**src/flash_guard_defs.vh**
```
// Register offsets, field positions, key values and timing counts for the flash guard
// Notes on behaviour
// [RL1] Write or erase needs monitor and reset-source enable
// [RL2] Power-on reset enables monitor and its reset
// [RL3] Interrupts pending during flash operation are held
// [RL4] Idle wake-up on interrupt within three cycles
// [RL5] One-shot strobes sense amps each accessed cycle
// [RL6] One-shot on after reset; bypass bit disables
// [RL7] Software bypasses one-shot above 10 MHz
// [RL8] Flash rows are 128 bytes; row change flagged
// [RL9] Write enable sits at control bit zero
// [RL10] Reset source written directly, flag bit set
// [RL11] Software uses internal oscillator during flash writes
// [RL12] Unlock by key 0xA5 then 0xF1, single use
// [RL13] Erase enable plus write enable erases page
// [RL14] Fault reset leaves fault flag read as one
// [RL15] Fault check made when operation is issued
`ifndef FLASH_GUARD_DEFS_VH
`define FLASH_GUARD_DEFS_VH
`define OFS_PROGRAM_STORE_CONTROL 12'h000
`define OFS_FLASH_UNLOCK_KEY 12'h004
`define OFS_FLASH_TIMING_SCALE 12'h008
`define OFS_RESET_SOURCE_SELECT 12'h00C
`define OFS_SUPPLY_MONITOR_CTRL 12'h010
`define OFS_GUARD_STATUS 12'h014
`define BIT_FLASH_WRITE_ENABLE 0
`define BIT_PAGE_ERASE_ENABLE 1
`define BIT_SCRATCH_ENABLE 2
`define BIT_ONESHOT_BYPASS 6
`define BIT_POWER_ON_RESET_FLAG 1
`define BIT_MONITOR_RESET_ENABLE 1
`define BIT_FLASH_FAULT_FLAG 6
`define BIT_SUPPLY_MONITOR_ENABLE 7
`define KEY_FIRST 8'hA5
`define KEY_SECOND 8'hF1
`define ROW_BYTES 128
`define ROW_SHIFT 7
`define WAKE_MAX_CYCLES 3
`define ONESHOT_MIN_NS 20
`define CLK_PERIOD_NS 100
`define ONESHOT_CYCLES 1
`define PROG_TIME_CYCLES 4
`define ERASE_TIME_CYCLES 16
`endif

```
**src/flash_write_guard_oneshot.v**
```verilog
// Flash write guard, key unlock, one-shot sense strobe and APB registers
`timescale 1ns/1ps
`include "flash_guard_defs.vh"
module flash_write_guard_oneshot #(
   parameter ADDR_W = 16,
   parameter IRQ_N = 8
) (
   input wire clk,
   input wire sys_rst,
   input wire por_event,
   input wire psel,
   input wire penable,
   input wire pwrite,
   input wire [11:0] paddr,
   input wire [31:0] pwdata,
   output reg [31:0] prdata,
   output reg pready,
   output reg pslverr,
   input wire fl_wr_req,
   input wire [ADDR_W-1:0] fl_addr,
   input wire [7:0] fl_wdata,
   input wire fl_rd_req,
   input wire [IRQ_N-1:0] irq_in,
   input wire [IRQ_N-1:0] irq_ack,
   input wire cpu_irq_en,
   input wire idle_req,
   output reg flash_busy_q,
   output reg flash_prog_q,
   output reg flash_erase_q,
   output reg [ADDR_W-1:0] flash_op_addr_q,
   output reg [7:0] flash_op_data_q,
   output reg sense_en_q,
   output reg row_change_q,
   output reg fault_reset_q,
   output reg idle_q,
   output wire [IRQ_N-1:0] irq_out_q
);
   localparam [2:0] ST_IDLE = 3'b001;
   localparam [2:0] ST_PROG = 3'b010;
   localparam [2:0] ST_ERASE = 3'b100;
   localparam integer PROG_INT = `PROG_TIME_CYCLES;
   localparam integer ERASE_INT = `ERASE_TIME_CYCLES;
   localparam integer WAKE_INT = `WAKE_MAX_CYCLES - 1;
   localparam [4:0] PROG_LEN = PROG_INT[4:0];
   localparam [4:0] ERASE_LEN = ERASE_INT[4:0];
   localparam [1:0] WAKE_LEN = WAKE_INT[1:0];

   reg [2:0] state_q;
   reg [4:0] op_cnt_q;
   reg [2:0] program_store_control_q;
   reg bypass_q;
   reg mon_en_q;
   reg mon_rst_en_q;
   reg fault_flag_q;
   reg por_flag_q;
   reg fault_armed_q;
   reg in_rst_q;
   reg [1:0] key_stage_q;
   reg key_lock_q;
   reg [ADDR_W-1:0] last_rd_addr_q;
   reg [1:0] wake_cnt_q;
   reg [IRQ_N-1:0] irq_pending;
   wire [IRQ_N-1:0] irq_ack_gated;

   wire wr_strobe = psel & penable & pwrite;
   wire rd_phase = psel & ~penable & ~pwrite;
   wire mapped = (paddr == `OFS_PROGRAM_STORE_CONTROL) | (paddr == `OFS_FLASH_UNLOCK_KEY) |
      (paddr == `OFS_FLASH_TIMING_SCALE) | (paddr == `OFS_RESET_SOURCE_SELECT) |
      (paddr == `OFS_SUPPLY_MONITOR_CTRL) | (paddr == `OFS_GUARD_STATUS);
   wire op_issue = fl_wr_req & program_store_control_q[`BIT_FLASH_WRITE_ENABLE] & (state_q == ST_IDLE); // [RL9]
   wire guard_ok = mon_en_q & mon_rst_en_q; // [RL1]
   wire key_ok = (key_stage_q == 2'd2) & ~key_lock_q;
   wire any_irq = |(irq_in | irq_pending);

   assign irq_ack_gated = irq_ack;

   pending_hold #(
      .N(IRQ_N)
   ) u_hold (
      .clk(clk),
      .sys_rst(sys_rst),
      .irq_in(irq_in),
      .irq_ack(irq_ack_gated),
      .release_en(~flash_busy_q & cpu_irq_en), // [RL3]
      .irq_pending_q(irq_pending),
      .irq_out_q(irq_out_q)
   );

   // Sticky status survives the fault reset; a reset source select write clears the power-on flag, a later reset the fault flag
   always @(posedge clk) begin
      if (por_event) begin
         mon_en_q <= 1'b1; // [RL2]
         mon_rst_en_q <= 1'b1; // [RL2]
         fault_flag_q <= 1'b0;
         fault_armed_q <= 1'b0;
         in_rst_q <= 1'b0;
         por_flag_q <= 1'b1;
      end else begin
         in_rst_q <= sys_rst;
         if (wr_strobe & pready & (paddr == `OFS_SUPPLY_MONITOR_CTRL))
            mon_en_q <= pwdata[`BIT_SUPPLY_MONITOR_ENABLE];
         if (wr_strobe & pready & (paddr == `OFS_RESET_SOURCE_SELECT)) begin
            mon_rst_en_q <= pwdata[`BIT_MONITOR_RESET_ENABLE];
            por_flag_q <= 1'b0;
         end
         // Fault cause kept until the reset it requested has run
         if (fault_reset_q)
            fault_armed_q <= 1'b1; // [RL14]
         else if (in_rst_q & ~sys_rst)
            fault_armed_q <= 1'b0;
         if (fault_reset_q)
            fault_flag_q <= 1'b1; // [RL14]
         else if (sys_rst)
            fault_flag_q <= fault_armed_q; // [RL14]
      end
   end

   always @(posedge clk) begin
      if (sys_rst) begin
         state_q <= ST_IDLE;
         op_cnt_q <= 5'h00;
         program_store_control_q <= 3'h0;
         bypass_q <= 1'b0; // [RL6]
         key_stage_q <= 2'd0;
         key_lock_q <= 1'b0;
         flash_busy_q <= 1'b0;
         flash_prog_q <= 1'b0;
         flash_erase_q <= 1'b0;
         flash_op_addr_q <= {ADDR_W{1'b0}};
         flash_op_data_q <= 8'h00;
         fault_reset_q <= 1'b0;
         prdata <= 32'h0000_0000;
         pready <= 1'b0;
         pslverr <= 1'b0;
      end else begin
         fault_reset_q <= 1'b0;
         pready <= psel & ~penable;
         pslverr <= psel & ~penable & ~mapped;
         if (wr_strobe & pready) begin
            case (paddr)
               `OFS_PROGRAM_STORE_CONTROL: program_store_control_q <= pwdata[2:0];
               `OFS_FLASH_TIMING_SCALE: bypass_q <= pwdata[`BIT_ONESHOT_BYPASS]; // [RL6]
               `OFS_FLASH_UNLOCK_KEY: begin
                  // Wrong key or sequence locks out until reset
                  if (key_stage_q == 2'd0 && pwdata[7:0] == `KEY_FIRST)
                     key_stage_q <= 2'd1; // [RL12]
                  else if (key_stage_q == 2'd1 && pwdata[7:0] == `KEY_SECOND)
                     key_stage_q <= 2'd2; // [RL12]
                  else
                     key_lock_q <= 1'b1; // [RL12]
               end
               default: ;
            endcase
         end
         if (rd_phase) begin
            case (paddr)
               `OFS_PROGRAM_STORE_CONTROL: prdata <= {29'h0, program_store_control_q};
               `OFS_FLASH_UNLOCK_KEY: prdata <= {30'h0, key_lock_q ? 2'd3 : key_stage_q};
               `OFS_FLASH_TIMING_SCALE: prdata <= {25'h0, bypass_q, 6'h00};
               `OFS_RESET_SOURCE_SELECT: prdata <= {25'h0, fault_flag_q, 4'h0, mon_rst_en_q, por_flag_q};
               `OFS_SUPPLY_MONITOR_CTRL: prdata <= {24'h0, mon_en_q, 7'h00};
               `OFS_GUARD_STATUS: prdata <= {28'h0, row_change_q, idle_q, key_ok, flash_busy_q};
               default: prdata <= 32'h0000_0000;
            endcase
         end
         case (state_q)
            ST_IDLE: begin
               if (op_issue) begin
                  if (!guard_ok || !key_ok) begin
                     fault_reset_q <= 1'b1; // [RL1] [RL15]
                  end else begin
                     flash_busy_q <= 1'b1;
                     flash_op_addr_q <= fl_addr;
                     flash_op_data_q <= fl_wdata;
                     key_stage_q <= 2'd0; // [RL12]
                     if (program_store_control_q[`BIT_PAGE_ERASE_ENABLE]) begin
                        flash_erase_q <= 1'b1; // [RL13]
                        op_cnt_q <= ERASE_LEN;
                        state_q <= ST_ERASE;
                     end else begin
                        flash_prog_q <= 1'b1;
                        op_cnt_q <= PROG_LEN;
                        state_q <= ST_PROG;
                     end
                  end
               end
            end
            ST_PROG, ST_ERASE: begin
               if (op_cnt_q == 5'h01) begin
                  flash_busy_q <= 1'b0;
                  flash_prog_q <= 1'b0;
                  flash_erase_q <= 1'b0;
                  state_q <= ST_IDLE;
               end
               op_cnt_q <= op_cnt_q - 5'h01;
            end
            default: state_q <= ST_IDLE;
         endcase
      end
   end

   // Read side: sense strobe and row tracking
   always @(posedge clk) begin
      if (sys_rst) begin
         sense_en_q <= 1'b1;
         row_change_q <= 1'b0;
         last_rd_addr_q <= {ADDR_W{1'b0}};
      end else begin
         sense_en_q <= bypass_q | fl_rd_req; // [RL5]
         if (fl_rd_req) begin
            last_rd_addr_q <= fl_addr;
            row_change_q <= (fl_addr[ADDR_W-1:`ROW_SHIFT] != last_rd_addr_q[ADDR_W-1:`ROW_SHIFT]); // [RL8]
         end else begin
            row_change_q <= 1'b0;
         end
      end
   end

   // Idle mode with bounded wake-up
   always @(posedge clk) begin
      if (sys_rst) begin
         idle_q <= 1'b0;
         wake_cnt_q <= 2'd0;
      end else if (idle_q) begin
         if (wake_cnt_q != 2'd0) begin
            if (wake_cnt_q == WAKE_LEN)
               idle_q <= 1'b0; // [RL4]
            wake_cnt_q <= wake_cnt_q + 2'd1;
         end else if (any_irq) begin
            wake_cnt_q <= 2'd1; // [RL4]
         end
      end else begin
         wake_cnt_q <= 2'd0;
         idle_q <= idle_req;
      end
   end
endmodule // flash_write_guard_oneshot

```
**src/pending_hold.v**
```verilog
// Holds interrupt requests raised while a flash operation runs
`timescale 1ns/1ps
module pending_hold #(
   parameter N = 8
) (
   input wire clk,
   input wire sys_rst,
   input wire [N-1:0] irq_in,
   input wire [N-1:0] irq_ack,
   input wire release_en,
   output reg [N-1:0] irq_pending_q,
   output reg [N-1:0] irq_out_q
);
   genvar i;
   generate
      for (i = 0; i < N; i = i + 1) begin : g_line
         always @(posedge clk) begin
            if (sys_rst) begin
               irq_pending_q[i] <= 1'b0;
               irq_out_q[i] <= 1'b0;
            end else begin
               // Set beats acknowledge
               irq_pending_q[i] <= irq_in[i] | (irq_pending_q[i] & ~irq_ack[i]); // [RL3]
               irq_out_q[i] <= release_en & (irq_in[i] | (irq_pending_q[i] & ~irq_ack[i])); // [RL3]
            end
         end
      end
   endgenerate
endmodule // pending_hold

```
**config.mk**
```make
export PLATFORM = sky130hd
export DESIGN_NAME = flash_write_guard_oneshot
export DESIGN_NICKNAME = d
export VERILOG_FILES = /design/src/flash_write_guard_oneshot.v /design/src/pending_hold.v
export VERILOG_INCLUDE_DIRS = /design/src
export SDC_FILE = /design/constraint.sdc
export NUM_CORES = 1
export LEC_CHECK = 0
export ABC_CLOCK_PERIOD_IN_PS = 3200
export BUFFER_PORTS_ARGS = -buffer_cell sky130_fd_sc_hd__buf_2
export CAP_MARGIN = 30
export CORE_AREA = 2 2 92 94
export CTS_CLUSTER_SIZE = 14
export DETAILED_ROUTE_END_ITERATION = 8
export DIE_AREA = 0 0 94 96
export GPL_TIMING_DRIVEN = 0
export HOLD_SLACK_MARGIN = 0.15
export PLACE_DENSITY = 0.79
export SKIP_CTS_REPAIR_TIMING = 1
export SLEW_MARGIN = 20
export SYNTH_ARGS = -nofsm -noshare
export SYNTH_HDL_FRONTEND = slang
export SYNTH_SLANG_ARGS = --single-unit
```
**constraint.sdc**
```tcl
create_clock -name clk -period 3.2 [get_ports clk]
set_clock_uncertainty 0.15 [all_clocks]
set_input_delay 0.48 -clock clk [delete_from_list [all_inputs] [get_ports clk]]
set_output_delay 0.48 -clock clk [all_outputs]
set_load 0.1 [all_outputs]
```
==> run summary <==
GRT Total Usage: 19.7%
leakage: 2.13 nW
RSZ-0062 raised after global routing: no
first-pass GRT wire length: 14100 µm
hold slack final: 181 ps
CP endpoint kind: flip-flop
Place WS: 1050 ps
maxcap violations: 0
setup TNS: 0 ps
design area: 4750 µm²
crit-path max cell delay: 500 ps
worst hold path class: in2reg
ys flop type: dfxtp_1
Vias/cell: 5.04
IO Pins: 167
reg2reg start: state_q[1]
final hold violations: 0
status: finished clean
clk sinks: 87
dpl cells: 673
clk root buf: clkbuf_8
Routed Antenna Nets: 0
PwrDens: 477 nW/µm²
Synth area leader: dfxtp_1
yosys warns: 0
TritonCTS buffer count: 9
CTS max path bufs: 2
placed inst area: 4550 µm²
CP Launch Type: flip-flop
Die Width: 94 µm
htree depth: 3
critical-path cell list: nor3b_1, nand4_1, clkbuf_1, nand2_1, a21oi_1
asr flop ratio synth: 0%
Final Net Count: 677
FF-to-FF End: flash_op_addr_q[1]
Initial Utilization: 46.5%
Worst slew margin: 51.9%
largest net degree at the start of global routing: 16
die area: 9020 µm²
Die Height: 96 µm
Final WS setup: 1140 ps
Worst Path Max Fanout: 10
initial antenna violation count: 0
final HPWL from detailed placement: 6890 µm
core area: 8050 µm²
post-synthesis sequential area ratio: 46.5%
vias in the first global route: 3199
CTS tree: done
Post-synth EDFFs: 0
worst slew pin tran: 722 ps
fin. max-slew vios: 0
CTS clk-pin slew, worst paths: 90 ps
1st-iter DRT viols: 165
final wirelength: 8920 µm
ant diodes: 0
Clock Latency Late Sink: 350 ps
Critical path origin: state_q[1]
drt pass-1 iters: 4
Req. time, crit path: 3260 ps
slowest library cell on the worst path: nand4_1
minimum clock period after layout: 2060 ps
fin util: 59.1%
FMAX: 486 MHz
Non-Filler Instances: 689
VDD IR max: 241 µV
RD Place Congestion: 0.918
Yosys reg bits: 87
Area contributors post-synth: dfxtp_1 (46%), a21oi_1 (6.1%), nand2_1 (5.8%), buf_4 (5.6%), nor2_1 (3.6%)
Rows: 33
WP data arrival: 2120 ps
Mapped Cells: 428
GRT overflow: 0
flop2flop setup slack: 1140 ps
area share of the largest cell type after synthesis: 46.5%
Routed WL per cell: 12.9 µm
layout cell share with drive strength beyond 1: 28.9%
R2R depth: 5
Area Overhead vs Synth: 26.9%
Avg Cell Area, Syn: 8.76 µm²
DR DRC count: 0
most common cell after layout, fill and taps aside: buf_2
setup violators final: 0
Crit Path Category: reg2reg
Cell variety after synth: 52
Pwr Total: 2.27 mW
commonest non-fill, non-tap cells in the layout: buf_2 (116), dfxtp_1 (87), nand2_1 (58), a21oi_1 (46), nor2_1 (36)
end point of the critical path: flash_op_addr_q[1]
period utilization: 64.3%
number of buffers added on ports: 115
Post-Syn Area: 3750 µm²
Vias: 3470
## power breakdown
| part | internal, mW | total, mW | switching (mW) |
|---|---|---|---|
| logic | 0.0931 | 0.373 | 0.280 |
| clock network | 0.386 | 0.781 | 0.394 |
| registers | 1.10 | 1.12 | 0.0115 |
## state kept, by name, summed over array words and instances (netlist names), 2 cells and up
signal	cells
last_rd_addr_q	9
flash_op_addr_q	16
prdata	6
u_hold.irq_pending_q	8
flash_op_data_q	8
op_cnt_q	5
u_hold.irq_out_q	8
state_q	3
program_store_control_q	3
key_stage_q	2
wake_cnt_q	2
## area by class of cell
type | instances | area (µm²)
clock inverter | 6 | 68.8
sequential | 87 | 1740
fill | 729 | 3300
inverter | 15 | 56.3
buffer | 43 | 268
tap | 105 | 131
multi-input combinational | 308 | 1780
timing repair buffer | 115 | 576
clock buffer | 10 | 138
## cells in the mapped netlist, types with 2 or more instances
cell       count
nor2b_1        4
inv_1         15
mux2i_1       13
nand2_1       58
a22oi_1        3
nand4_1        6
nand2b_1       8
o21ai_0        5
and2_1         2
nor4_1         6
nor2_1        36
nor3_1        15
xor2_1         3
nand3_1       10
xnor2_1        8
and4_1         5
a31oi_1        7
a211oi_1       4
a21oi_1       46
nor4_4         2
or4_1          4
ha_1           4
or3_1          2
dfxtp_1       87
nor4b_1        4
buf_1          3
buf_4         28
clkbuf_1      11
nor3b_1        5
o2bb2ai_1      2
## how the worst min path moves through the flow
stage	startpoint	end	slack (ps)	cells after the start
after global routing	fl_rd_req	sense_en_q	180	2
after detailed placement	flash_op_addr_q[3]	flash_op_addr_q[3]	300	2
final	fl_rd_req	sense_en_q	180	2
after global placement	por_flag_q	por_flag_q	290	2
after CTS	fl_rd_req	sense_en_q	170	2
after floorplan	por_flag_q	por_flag_q	270	2
## cells by family after synthesis
| kind of cell | count (synthesis) | share of synthesized area (%) |
|---|---|---|
| muxes | 13 | 3.47 |
| buffers and inverters | 58 | 8.65 |
| other | 1 | 0.100 |
| AOI/OAI and AO/OA | 75 | 11.8 |
| and+or+nand+nor | 178 | 25.2 |
| xor gates and xnor gates | 12 | 3.01 |
| DFF | 87 | 46.5 |
| adders and majority gates | 4 | 1.34 |
## critical path, delay by kind of cell, from the launching register on
family / cells / cell delay (ps)
buf+inv: 1 / 360
simple gates: 3 / 970
compound gates: 1 / 70
flops: 1 / 370
## layer usage
layer	vias up	part of all wire [%]	GRT usage [%]
li1	1738	-	-
met1	1601	42	22.5
met2	123	50	36.0
met3	8	7.2	3.99
met4	0	0.79	7.61
met5	-	0	0
(Power assumes the default switching activity.)
